File: src/design/lsac_pkg.sv
// Constants, modes and states of the multiframe clock alignment control.
// Assumes one 100 MHz clock and APB word access to byte offset 4 * index.
// Contract
// - Adjust only outside plus/minus tolerance window
// - Capture 4-bit signed error on adjustment
// - Last-error high bit 7: beyond lower bound
// - Last-error high bit 6: beyond upper bound
// - Control bit 7 enables alignment logic
// - Writing control bit 6 arms one-shot; code arms only on a 0-to-1 change of bit 6 while in idle or monitor state
// - Bit 5 rising clears rotated and tripped
// - Bit 4 rising clears last error, flags
// - Modes: one-shot, continuous, monitor only
// - Mode 1001: one-shot then monitor only
// - Sticky rotated flag set on clock rotation
// - Adjustment moves present error, zeroes it
package lsac_pkg;
  localparam int unsigned ERR_W = 4;
  localparam int unsigned TOL_W = 2;
  localparam int unsigned ADDR_W = 12;
  localparam int unsigned DATA_W = 32;
  localparam logic [9:0] IDX_TOL = 10'h034;
  localparam logic [9:0] IDX_LAST_L = 10'h038;
  localparam logic [9:0] IDX_LAST_H = 10'h039;
  localparam logic [9:0] IDX_CTRL = 10'h03a;
  localparam logic [9:0] IDX_STATUS = 10'h03b;
  localparam logic [11:0] ADDR_TOL = {IDX_TOL, 2'b00};
  localparam logic [11:0] ADDR_LAST_L = {IDX_LAST_L, 2'b00};
  localparam logic [11:0] ADDR_LAST_H = {IDX_LAST_H, 2'b00};
  localparam logic [11:0] ADDR_CTRL = {IDX_CTRL, 2'b00};
  localparam logic [11:0] ADDR_STATUS = {IDX_STATUS, 2'b00};
  localparam int unsigned CTRL_EN_BIT = 7;
  localparam int unsigned CTRL_ARM_BIT = 6;
  localparam int unsigned CTRL_CLRSTKY_BIT = 5;
  localparam int unsigned CTRL_CLRLAST_BIT = 4;
  localparam int unsigned CTRL_STRB_LSB = 4;
  localparam int unsigned CTRL_STRB_W = 3;
  localparam int unsigned LASTH_UNDER_BIT = 7;
  localparam int unsigned LASTH_OVER_BIT = 6;
  localparam int unsigned STAT_ROT_BIT = 2;
  localparam int unsigned STAT_TRIP_BIT = 0;
  localparam logic [7:0] TOL_RESET = 8'h00;
  localparam logic [7:0] CTRL_RESET = 8'h00;
  typedef enum logic [3:0] {
    MODE_NONE = 4'b0000,
    MODE_ONE_SHOT = 4'b0001,
    MODE_CONT = 4'b0010,
    MODE_MONITOR = 4'b1000,
    MODE_ONE_MON = 4'b1001
  } lsac_mode_t;
  typedef enum logic [1:0] {
    ST_OFF = 2'b00,
    ST_IDLE = 2'b01,
    ST_ARMED = 2'b10,
    ST_MON = 2'b11
  } lsac_state_t;
endpackage : lsac_pkg

File: src/design/lsac_win_if.sv
// Carrier between the control core and its window comparator.
// Assumes the comparator answers combinationally.
interface lsac_win_if;
  logic [3:0] err;
  logic [1:0] tol;
  logic under;
  logic over;
  modport cmp (input err, input tol, output under, output over);
  modport user (output err, output tol, input under, input over);
endinterface : lsac_win_if

File: src/design/lsac_top.sv
// Alignment control core: APB registers, mode sequencing, error capture.
// Assumes sysref_i is a one-cycle pulse with phase_err_i valid beside it.
module lsac_top (
  input wire logic core_clk_i,
  input wire logic nrst_i,
  input wire logic psel,
  input wire logic penable,
  input wire logic pwrite,
  input wire logic [11:0] paddr,
  input wire logic [31:0] pwdata,
  output logic [31:0] prdata,
  output logic pready,
  output logic pslverr,
  input wire logic sysref_i,
  input wire logic [3:0] phase_err_i,
  output logic clk_adjust_o,
  output logic align_logic_on_o,
  output logic [3:0] present_phase_error_o,
  output logic rotated_o,
  output logic tripped_o
);
  typedef struct packed {
    logic [1:0] tol;
    logic [7:0] ctrl;
    logic [3:0] last_err;
    logic last_under;
    logic last_over;
    logic [3:0] cur_err;
    logic rotated;
    logic tripped;
    lsac_pkg::lsac_state_t st;
    logic adj;
    logic [31:0] rdata;
  } lsac_top_state_t;

  lsac_top_state_t st_reg;
  lsac_top_state_t st_next;
  lsac_win_if win ();
  logic [2:0] strb_rise;
  logic arm_rise;
  logic clrstky_rise;
  logic clrlast_rise;
  logic on;
  logic [3:0] mode;
  logic wr_en;
  logic rd_setup;
  logic addr_ok;
  logic evt;
  logic adjust_ok;
  logic do_adj;
  logic [31:0] rd_mux;

  lsac_window u_window (
    .win(win)
  );

  lsac_edge #(
    .W(lsac_pkg::CTRL_STRB_W)
  ) u_edge (
    .core_clk_i(core_clk_i),
    .nrst_i(nrst_i),
    .level_i(st_reg.ctrl[6:4]),
    .rise_o(strb_rise)
  );

  assign win.err = phase_err_i;
  assign win.tol = st_reg.tol;
  // Strobes only act on a fresh rising edge of the stored bit
  assign arm_rise = strb_rise[lsac_pkg::CTRL_ARM_BIT - 4];
  assign clrstky_rise = strb_rise[lsac_pkg::CTRL_CLRSTKY_BIT - 4];
  assign clrlast_rise = strb_rise[lsac_pkg::CTRL_CLRLAST_BIT - 4];
  assign on = st_reg.ctrl[lsac_pkg::CTRL_EN_BIT];
  assign mode = st_reg.ctrl[3:0];

  // Zero wait state; read data caught in the setup cycle
  assign pready = 1'b1;
  assign wr_en = psel & penable & pwrite & addr_ok;
  assign rd_setup = psel & ~penable;
  assign pslverr = psel & penable & ~addr_ok;

  always_comb begin
    addr_ok = 1'b1;
    rd_mux = 32'h0000_0000;
    if (paddr == lsac_pkg::ADDR_TOL) begin
      rd_mux = {30'h0000_0000, st_reg.tol};
    end else if (paddr == lsac_pkg::ADDR_LAST_L) begin
      rd_mux = {28'h000_0000, st_reg.last_err};
    end else if (paddr == lsac_pkg::ADDR_LAST_H) begin
      rd_mux = {24'h00_0000, st_reg.last_under, st_reg.last_over,
                6'h00};
    end else if (paddr == lsac_pkg::ADDR_CTRL) begin
      rd_mux = {24'h00_0000, st_reg.ctrl};
    end else if (paddr == lsac_pkg::ADDR_STATUS) begin
      rd_mux = {29'h0000_0000, st_reg.rotated, 1'b0, st_reg.tripped};
    end else begin
      addr_ok = 1'b0;
    end
  end

  // Which SYSREF pulses may rotate the clocks
  always_comb begin
    evt = sysref_i & on & (st_reg.st != lsac_pkg::ST_OFF);
    adjust_ok = 1'b0;
    case (st_reg.st)
      lsac_pkg::ST_ARMED: begin
        adjust_ok = (mode == lsac_pkg::MODE_ONE_SHOT) |
                    (mode == lsac_pkg::MODE_ONE_MON) |
                    (mode == lsac_pkg::MODE_CONT);
      end
      // Monitor state still obeys a later switch to continuous
      lsac_pkg::ST_IDLE, lsac_pkg::ST_MON: begin
        adjust_ok = (mode == lsac_pkg::MODE_CONT);
      end
      default: begin
        adjust_ok = 1'b0;
      end
    endcase
    do_adj = evt & adjust_ok & (win.under | win.over);
  end

  always_comb begin
    st_next = st_reg;
    st_next.adj = 1'b0;
    if (rd_setup) begin
      st_next.rdata = rd_mux;
    end
    if (wr_en && paddr == lsac_pkg::ADDR_TOL) begin
      st_next.tol = pwdata[1:0];
    end
    if (wr_en && paddr == lsac_pkg::ADDR_CTRL) begin
      st_next.ctrl = pwdata[7:0];
    end
    // Clears first so a same-cycle set below wins
    if (clrstky_rise) begin
      st_next.rotated = 1'b0;
      st_next.tripped = 1'b0;
    end
    if (clrlast_rise) begin
      st_next.last_err = 4'h0;
      st_next.last_under = 1'b0;
      st_next.last_over = 1'b0;
    end
    case (st_reg.st)
      lsac_pkg::ST_OFF: begin
        if (on) begin
          st_next.st = lsac_pkg::ST_IDLE;
        end
      end
      lsac_pkg::ST_IDLE, lsac_pkg::ST_MON: begin
        if (arm_rise) begin
          st_next.st = lsac_pkg::ST_ARMED;
        end
      end
      lsac_pkg::ST_ARMED: begin
        if (evt) begin
          st_next.tripped = 1'b1;
          if (mode == lsac_pkg::MODE_ONE_MON) begin
            st_next.st = lsac_pkg::ST_MON;
          end else begin
            st_next.st = lsac_pkg::ST_IDLE;
          end
        end
      end
      default: begin
        st_next.st = lsac_pkg::ST_OFF;
      end
    endcase
    if (evt) begin
      st_next.cur_err = phase_err_i;
    end
    if (do_adj) begin
      st_next.adj = 1'b1;
      st_next.rotated = 1'b1;
      st_next.last_err = phase_err_i;
      st_next.last_under = win.under;
      st_next.last_over = win.over;
      st_next.cur_err = 4'h0;
    end
    // Disabling drops a pending arm as well
    if (!on) begin
      st_next.st = lsac_pkg::ST_OFF;
    end
  end

  always_ff @(posedge core_clk_i) begin
    if (!nrst_i) begin
      st_reg <= '0;
      st_reg.tol <= lsac_pkg::TOL_RESET[1:0];
      st_reg.ctrl <= lsac_pkg::CTRL_RESET;
    end else begin
      st_reg <= st_next;
    end
  end

  assign prdata = st_reg.rdata;
  assign clk_adjust_o = st_reg.adj;
  assign align_logic_on_o = on;
  assign present_phase_error_o = st_reg.cur_err;
  assign rotated_o = st_reg.rotated;
  assign tripped_o = st_reg.tripped;

  // Helper copies for the checks below
  logic past_under;
  logic past_over;
  logic past_adjok;
  always_ff @(posedge core_clk_i) begin
    past_under <= win.under;
    past_over <= win.over;
    past_adjok <= evt & adjust_ok;
  end

  property p_adj_cause;
    @(posedge core_clk_i) disable iff (!nrst_i)
      clk_adjust_o |-> $past(sysref_i) && $past(on);
  endproperty
  adj_needs_enable_a: assert property (p_adj_cause)
    else $error("Adjustment without enabled SYSREF");

  adj_outside_win_a: assert property (
    @(posedge core_clk_i) disable iff (!nrst_i)
      $rose(clk_adjust_o) || clk_adjust_o |-> past_under || past_over)
    else $error("Adjustment inside tolerance window");

  win_miss_adj_a: assert property (
    @(posedge core_clk_i) disable iff (!nrst_i)
      past_adjok && (past_under || past_over) |-> clk_adjust_o)
    else $error("Out of window error not adjusted");

  last_capture_a: assert property (
    @(posedge core_clk_i) disable iff (!nrst_i)
      clk_adjust_o |-> st_reg.last_err == $past(phase_err_i))
    else $error("Last error not captured");

  under_flag_a: assert property (
    @(posedge core_clk_i) disable iff (!nrst_i)
      clk_adjust_o |-> st_reg.last_under == past_under)
    else $error("Under flag wrong at adjustment");

  over_flag_a: assert property (
    @(posedge core_clk_i) disable iff (!nrst_i)
      clk_adjust_o |-> st_reg.last_over == past_over)
    else $error("Over flag wrong at adjustment");

  arm_takes_a: assert property (
    @(posedge core_clk_i) disable iff (!nrst_i)
      arm_rise && on
      && (st_reg.st == lsac_pkg::ST_IDLE || st_reg.st == lsac_pkg::ST_MON)
      |=> st_reg.st == lsac_pkg::ST_ARMED)
    else $error("Arm strobe not taken");

  sticky_clear_a: assert property (
    @(posedge core_clk_i) disable iff (!nrst_i)
      clrstky_rise && !evt |=> !rotated_o && !tripped_o)
    else $error("Sticky flags not cleared");

  last_clear_a: assert property (
    @(posedge core_clk_i) disable iff (!nrst_i)
      clrlast_rise && !do_adj
      |=> st_reg.last_err == 4'h0 && !st_reg.last_under
          && !st_reg.last_over)
    else $error("Last error not cleared");

  monitor_only_a: assert property (
    @(posedge core_clk_i) disable iff (!nrst_i)
      mode == lsac_pkg::MODE_MONITOR |=> !clk_adjust_o)
    else $error("Adjustment in monitor mode");

  one_mon_seq_a: assert property (
    @(posedge core_clk_i) disable iff (!nrst_i)
      st_reg.st == lsac_pkg::ST_ARMED && evt
      && mode == lsac_pkg::MODE_ONE_MON && on
      |=> st_reg.st == lsac_pkg::ST_MON ##1 !clk_adjust_o)
    else $error("One-shot then monitor sequence broken");

  rotate_sticky_a: assert property (
    @(posedge core_clk_i) disable iff (!nrst_i)
      rotated_o && !clrstky_rise |=> rotated_o)
    else $error("Rotated flag dropped");

  cur_zero_a: assert property (
    @(posedge core_clk_i) disable iff (!nrst_i)
      clk_adjust_o |-> present_phase_error_o == 4'h0 && rotated_o)
    else $error("Present error not zeroed");

  reset_state_a: assert property (
    @(posedge core_clk_i)
      !nrst_i |=> st_reg.ctrl == 8'h00 && st_reg.tol == 2'b00
                  && st_reg.last_err == 4'h0 && !clk_adjust_o)
    else $error("Reset values wrong");

  off_no_adj_a: assert property (
    @(posedge core_clk_i) disable iff (!nrst_i)
      !on |=> !clk_adjust_o && st_reg.st == lsac_pkg::ST_OFF)
    else $error("Activity while disabled");

  idle_one_shot_a: assert property (
    @(posedge core_clk_i) disable iff (!nrst_i)
      st_reg.st == lsac_pkg::ST_IDLE && mode == lsac_pkg::MODE_ONE_SHOT
      |=> !clk_adjust_o)
    else $error("Unarmed one-shot adjusted");

  cont_adjust_a: assert property (
    @(posedge core_clk_i) disable iff (!nrst_i)
      evt && mode == lsac_pkg::MODE_CONT && (win.under || win.over)
      |=> clk_adjust_o)
    else $error("Continuous mode missed an adjustment");

  tol_write_a: assert property (
    @(posedge core_clk_i) disable iff (!nrst_i)
      wr_en && paddr == lsac_pkg::ADDR_TOL
      |=> st_reg.tol == $past(pwdata[1:0]))
    else $error("Tolerance write lost");

  last_hold_a: assert property (
    @(posedge core_clk_i) disable iff (!nrst_i)
      !do_adj && !clrlast_rise |=> $stable(st_reg.last_err)
      && $stable(st_reg.last_under) && $stable(st_reg.last_over))
    else $error("Last error changed without cause");

  trip_armed_a: assert property (
    @(posedge core_clk_i) disable iff (!nrst_i)
      st_reg.st == lsac_pkg::ST_ARMED && evt |=> tripped_o)
    else $error("Armed SYSREF not flagged");

  rot_needs_adj_a: assert property (
    @(posedge core_clk_i) disable iff (!nrst_i)
      $rose(rotated_o) |-> clk_adjust_o)
    else $error("Rotated flag without adjustment");

  one_shot_c: cover property (
    @(posedge core_clk_i) disable iff (!nrst_i)
      st_reg.st == lsac_pkg::ST_ARMED ##[1:50] clk_adjust_o);
  cont_twice_c: cover property (
    @(posedge core_clk_i) disable iff (!nrst_i)
      mode == lsac_pkg::MODE_CONT && clk_adjust_o ##[1:50] clk_adjust_o);
  clear_after_adj_c: cover property (
    @(posedge core_clk_i) disable iff (!nrst_i)
      clk_adjust_o ##[1:50] clrlast_rise);
  one_mon_c: cover property (
    @(posedge core_clk_i) disable iff (!nrst_i)
      st_reg.st == lsac_pkg::ST_MON && evt);
  inside_win_c: cover property (
    @(posedge core_clk_i) disable iff (!nrst_i)
      evt && adjust_ok && !win.under && !win.over);
endmodule : lsac_top

File: src/design/lsac_window.sv
// Signed window compare of a phase error against plus/minus tolerance.
// Assumes a 4-bit two's complement error and unsigned tolerance.
module lsac_window (
  lsac_win_if.cmp win
);
  logic signed [4:0] err_s;
  logic signed [4:0] tol_s;
  always_comb begin
    err_s = $signed({win.err[3], win.err});
    tol_s = $signed({3'b000, win.tol});
    win.under = err_s < -tol_s;
    win.over = err_s > tol_s;
  end
endmodule : lsac_window

File: src/design/lsac_edge.sv
// Rising edge detectors for a group of software strobe bits.
// Assumes the strobes come from flops on the same clock.
module lsac_edge #(
  parameter int unsigned W = 3
) (
  input wire logic core_clk_i,
  input wire logic nrst_i,
  input wire logic [W-1:0] level_i,
  output logic [W-1:0] rise_o
);
  typedef struct packed {
    logic [W-1:0] prev;
  } lsac_edge_state_t;
  lsac_edge_state_t st_reg;
  lsac_edge_state_t st_next;
  always_comb begin
    st_next = st_reg;
    st_next.prev = level_i;
  end
  always_ff @(posedge core_clk_i) begin
    if (!nrst_i) begin
      st_reg <= '0;
    end else begin
      st_reg <= st_next;
    end
  end
  for (genvar i = 0; i < W; i++) begin : g_rise
    assign rise_o[i] = level_i[i] & ~st_reg.prev[i];
  end
endmodule : lsac_edge

File: config.mk
export PLATFORM = sky130hd
export DESIGN_NAME = lsac_top
export DESIGN_NICKNAME = d
export VERILOG_FILES = /design/src/design/lsac_pkg.sv /design/src/design/lsac_win_if.sv /design/src/design/lsac_top.sv /design/src/design/lsac_window.sv /design/src/design/lsac_edge.sv
export SDC_FILE = /design/constraint.sdc
export NUM_CORES = 1
export LEC_CHECK = 0
export BUFFER_PORTS_ARGS = -buffer_cell sky130_fd_sc_hd__buf_2
export CORE_AREA = 5 5 93 61
export CTS_BUF_LIST = sky130_fd_sc_hd__clkbuf_16
export CTS_CLUSTER_DIAMETER = 150
export CTS_CLUSTER_SIZE = 28
export DETAILED_ROUTE_END_ITERATION = 6
export DIE_AREA = 0 0 98 66
export GPL_ROUTABILITY_DRIVEN = 1
export PLACE_DENSITY = 0.78
export SLEW_MARGIN = 25
export SYNTH_ARGS = -nofsm -noshare
export SYNTH_HDL_FRONTEND = slang
export SYNTH_SLANG_ARGS = --single-unit
File: constraint.sdc
create_clock -name core_clk_i -period 2.67 [get_ports core_clk_i]
set_clock_uncertainty 0.05 [all_clocks]
set_input_delay 0.267 -clock core_clk_i [delete_from_list [all_inputs] [get_ports core_clk_i]]
set_output_delay 0.267 -clock core_clk_i [all_outputs]
set_load 0.005 [all_outputs]
==> flow_metrics.env, run 1 <==
export IMPL_hold_slack_ps=174.6
export IMPL_coreArea_mm2=0.004780
export IMPL_wire_per_inst_um=14.08
export IMPL_largest_reg_flops=11
export IMPL_num_fill_cells=474
export IMPL_remaining_drc_errors=0
export IMPL_grt_max_degree=19
export IMPL_max_slew_margin_pct=56.87
export IMPL_cp_max_fo=12
export IMPL_path_clk_slew_ps=60
export IMPL_period_needed_ps=2131
export IMPL_grt_pass1_wl_um=7452
export IMPL_layout_nets=323
export IMPL_num_rows=20
export IMPL_synth_fa_ha_area_share_pct=2.941
export IMPL_rsz0062_at_grt="false"
export IMPL_numPortBuffers=46
export IMPL_fin_util_pct=49.48
export IMPL_fmax_mhz=469.2
export IMPL_post_cts_resized=0
export IMPL_end_kind="register"
export IMPL_drv_slew=0
export IMPL_synth_top_family_by_area="simple AND/OR/NAND/NOR gates"
export IMPL_fin_setup_tns_ps=0
export IMPL_synth_seq_area_share_pct=33.88
export IMPL_finalHoldViolCount=0
export IMPL_yosysTopAreaCellShare_pct=33.88
export IMPL_netlist_top_cells_area="dfxtp_1, buf_4, mux2i_1"
export IMPL_crit_required_ps=2790
export IMPL_hold_buffers=0
export IMPL_power_mw=1.169
export IMPL_final_seq_area_um2=720.7
export IMPL_globalplace_congestion=0.7970
export IMPL_worstPathArrival_ps=2250
export IMPL_cp_start_kind="register"
export IMPL_synth_edff_count=0
export IMPL_tightest_slew_ps=646.3
export IMPL_synthMuxAreaShare_pct=7.588
export IMPL_grt_pass1_vias=1535
export IMPL_grt_overflow=0
export IMPL_vias=1641
export IMPL_cts_tree="done"
export IMPL_dr_pass1_iters=4
export IMPL_leakage_nw=1.079
export IMPL_layout_drive_gt1_share_pct=27.55
export IMPL_hpwl_um=3669
export IMPL_synth_xor_area_share_pct=0
export IMPL_hold_class="input pin to register"
export IMPL_clk_latency_ps=270
export IMPL_yosysWarnings=0
export IMPL_post_cts_setup_buffers=0
export IMPL_path_class="register to register"
export IMPL_synth_area_leader_cell="dfxtp_1"
export IMPL_die_x_um=98
export IMPL_finalSetupViolations=0
export IMPL_fin_crit_sh_pct=79.83
export IMPL_synth_compound_area_share_pct=15.65
export IMPL_yosysUniqueCellTypes=50
export IMPL_cts_root_buf="clkbuf_16"
export IMPL_layout_commonest_cell="buf_2"
export IMPL_async_flop_share_pct=0
export IMPL_vdd_ir_drop_max_uv=355.4
export IMPL_status="finished clean"
export IMPL_multi_input_area_mm2=0.001154
export IMPL_viasPerCell=4.958
export IMPL_dieHeight_um=66
export IMPL_layout_common_cells="buf_2, dfxtp_1, conb_1"
export IMPL_clk_path_buf_depth=2
export IMPL_maxCapViolations=0
export IMPL_synth_ff_latch_count=36
export IMPL_ios=96
export IMPL_synthCells=230
export IMPL_start_util_pct=44.50
export IMPL_antenna_found_initial=0
export IMPL_diodes=0
export IMPL_wl_um=4662
export IMPL_drt_iter0_drc=87
export IMPL_cts_sinks=36
export IMPL_netlist_area_mm2=0.002127
export IMPL_htreeDepth=2
export IMPL_avgSynthCellArea_um2=9.248
export IMPL_yosys_area_share_simple_pct=23.65
export IMPL_numCtsBuffers=5
export IMPL_dieArea_mm2=0.006468
export IMPL_final_antenna_net_count=0
export IMPL_grt_usage_pct=14.24
export IMPL_ys_flop_type="dfxtp_1"
export IMPL_area_growth_pct=11.18
export IMPL_power_density_mw_per_mm2=494.5
final cells by class:
cell class,count,area share (%)
inverters,8,1.270
clock buffers,5,5.291
flip-flops and latches,36,30.48
repair buffers,47,10.05
clock inverters,3,0.6349
well taps,66,3.492
multi-input cells,166,48.78
synthesized netlist by cell type (2+ instances only):
cell,instances
nand2_1,17
buf_4,37
nor3b_1,2
o21ai_0,2
nand2b_1,2
nor4b_1,2
nor3_2,4
and2_1,4
o21ai_2,5
nand3b_1,3
clkbuf_1,4
ha_1,5
nor2_1,16
inv_1,8
a21oi_1,12
o311ai_0,3
dfxtp_1,36
conb_1,2
mux2i_1,15
nor2b_1,5
or3b_1,3
nand4_1,3
and3_1,2
or4_1,4
nor4bb_1,2
a22oi_1,4
nand3_1,5
stage by stage:
step / instance area [um^2] / setup slack (ps) / cells
floorplan: 2213 / 737.8 / 253
global placement: 2225 / 595.4 / 323
detailed placement: 2225 / 560.9 / 323
CTS: 2365 / 546.1 / 331
global route: 2365 / 464.9 / 331
finish: 2365 / 538.6 / 331
path summary, 6_finish.rpt:
| path | start | end | slack, ps | cells past startpoint |
|---|---|---|---|---|
| setup / recovery | win.tol[0] | clk_adjust_o | 540 | 6 |
| hold / removal | pwdata[3] | mode[3] | 170 | 3 |
| setup reg to reg | win.tol[0] | clk_adjust_o | 540 | 6 |
| hold reg to reg | prdata[5] | prdata[5] | 400 | 2 |
routing by layer:
layer  GRT usage [%]  vias to the layer above  wire [um]
met5               0                        -          0
met2           21.69                       48       1997
met1           20.45                      766       2398
li1                -                      825          -
met3           4.531                        2        262
met4           1.036                        0          4
report_power, final:
part           switching [mW]  leakage (nW)  total, mW  internal, mW
Combinational          0.0539         0.720     0.0840        0.0301
Sequential         0.00000677         0.290      0.537         0.537
Clock                   0.210        0.0687      0.548         0.338
Total                   0.264          1.08       1.17         0.906
cell families (layout without fill, tap and decap cells):
logic type,after synthesis,count (layout)
AND/OR/NAND/NOR,81,81
buffers and inverters,51,63
AO/OA/AOI/OAI,39,39
flip-flops,36,36
multiplexers,16,16
adder cells (fa/ha/maj),5,5
other,2,25
worst max-delay path, cell delays in order (launching register included):
cell and delay, ps:
dfxtp_1 410, inv_1 80, ha_1 240, nor4bb_1 150, a311o_1 390, o31a_4 470, and2_2 220
Power figures use the tool's default switching activity.
==> run 2, diff against run 1 <==
Clock period 2.67 ns to 2.2 ns, I/O delays scaled along.
==> flow_metrics.env, run 2 (same netlist as run 1, synthesis figures left out) <==
export IMPL_antenna_found_initial=0
export IMPL_coreArea_mm2=0.004780
export IMPL_numPortBuffers=46
export IMPL_maxCapViolations=0
export IMPL_cts_sinks=36
export IMPL_die_x_um=98
export IMPL_post_cts_setup_buffers=0
export IMPL_rsz0062_at_grt="false"
export IMPL_layout_common_cells="buf_2, dfxtp_1, conb_1"
export IMPL_drv_slew=0
export IMPL_dieHeight_um=66
export IMPL_multi_input_area_mm2=0.001154
export IMPL_finalHoldViolCount=0
export IMPL_path_class="register to register"
export IMPL_layout_nets=327
export IMPL_post_cts_resized=0
export IMPL_end_kind="register"
export IMPL_r2r_cells=6
export IMPL_grt_usage_pct=14.57
export IMPL_wl_um=4695
export IMPL_drt_iter0_drc=52
export IMPL_period_needed_ps=2074
export IMPL_viasPerCell=4.982
export IMPL_finalSetupViolations=0
export IMPL_final_antenna_net_count=0
export IMPL_layout_commonest_cell="buf_2"
export IMPL_htreeDepth=2
export IMPL_layout_drive_gt1_share_pct=29.37
export IMPL_largest_reg_flops=11
export IMPL_tightest_slew_ps=585.8
export IMPL_cts_root_buf="clkbuf_16"
export IMPL_clk_path_buf_depth=2
export IMPL_status="finished clean"
export IMPL_start_util_pct=44.50
export IMPL_power_density_mw_per_mm2=639.6
export IMPL_place_area_mm2=0.002255
export IMPL_area_growth_pct=13.88
export IMPL_grt_max_degree=14
export IMPL_hpwl_um=3754
export IMPL_diodes=0
export IMPL_hold_depth=3
export IMPL_num_fill_cells=462
export IMPL_fmax_mhz=482.1
export IMPL_ios=96
export IMPL_numCtsBuffers=5
export IMPL_max_slew_margin_pct=60.39
export IMPL_hold_buffers=0
export IMPL_dr_pass1_iters=4
export IMPL_cp_max_fo=12
export IMPL_grt_overflow=0
export IMPL_crit_required_ps=2320
export IMPL_grt_pass1_vias=1534
export IMPL_cp_start_kind="register"
export IMPL_fin_util_pct=50.68
export IMPL_fin_crit_sh_pct=94.28
export IMPL_fin_setup_tns_ps=0
export IMPL_globalplace_congestion=0.8041
export IMPL_path_clk_slew_ps=60
export IMPL_wire_per_inst_um=14.01
export IMPL_dieArea_mm2=0.006468
export IMPL_final_seq_area_um2=720.7
export IMPL_grt_pass1_wl_um=7596
export IMPL_clk_latency_ps=270
export IMPL_power_mw=1.549
export IMPL_vdd_ir_drop_max_uv=346.1
export IMPL_remaining_drc_errors=0
export IMPL_vias=1669
export IMPL_design_area_mm2=0.002422
export IMPL_leakage_nw=1.111
export IMPL_cts_tree="done"
export IMPL_num_rows=20
export IMPL_hold_class="input pin to register"
export IMPL_worstPathArrival_ps=2190
==> run 2: cell types whose count changed in the layout (fill, tap and decap cells not counted), sizes merged <==
| cell | change |
|---|---|
| bufinv | +1 |
| buf | +4 |
| inv | -1 |
==> run 2: final timing paths <==
kind / slack (ps) / from / to
hold / removal: 120 / pwdata[3] / mode[3]
setup reg to reg: 130 / win.tol[1] / clk_adjust_o
hold reg to reg: 400 / prdata[5] / prdata[5]
setup / recovery: 130 / win.tol[1] / clk_adjust_o
==> run 2: layout make-up <==
class                           count  area share (%)
Clock buffer                        5           5.165
Clock inverter                      3           1.756
Inverter                            8           1.240
Multi-Input combinational cell    166           47.62
Sequential cell                    36           29.75
Tap cell                           66           3.409
Timing Repair Buffer               51           11.05
==> run 2: through the flow <==
stage	hold slack, ps	cells	setup WS, ps
after detailed placement	395.5	327	148.7
after global routing	131.4	335	54.89
after global placement	391.9	327	187.2
final	122.7	335	125.9
after CTS	124.0	335	140.2
after floorplan	287.5	253	267.8
==> run 2: power by group <==
part / internal [mW] / switching, mW
Sequential: 0.652 / 0.00000687
Combinational: 0.0384 / 0.0664
Clock: 0.531 / 0.261
Total: 1.22 / 0.327
==> run 2: routing by layer <==
layer	routed length (um)	up-vias	GRT usage, %
li1	-	836	-
met1	2269	781	21.44
met2	2067	52	20.85
met3	357	0	4.426
met4	0	0	2.763
met5	0	-	0
==> run 2: worst max-delay path, stage by stage (launching register included) <==
cell and delay, ps:
dfxtp_1 350, inv_1 90, ha_1 230, nor4bb_1 150, a311o_1 390, o31a_4 470, and2_2 220
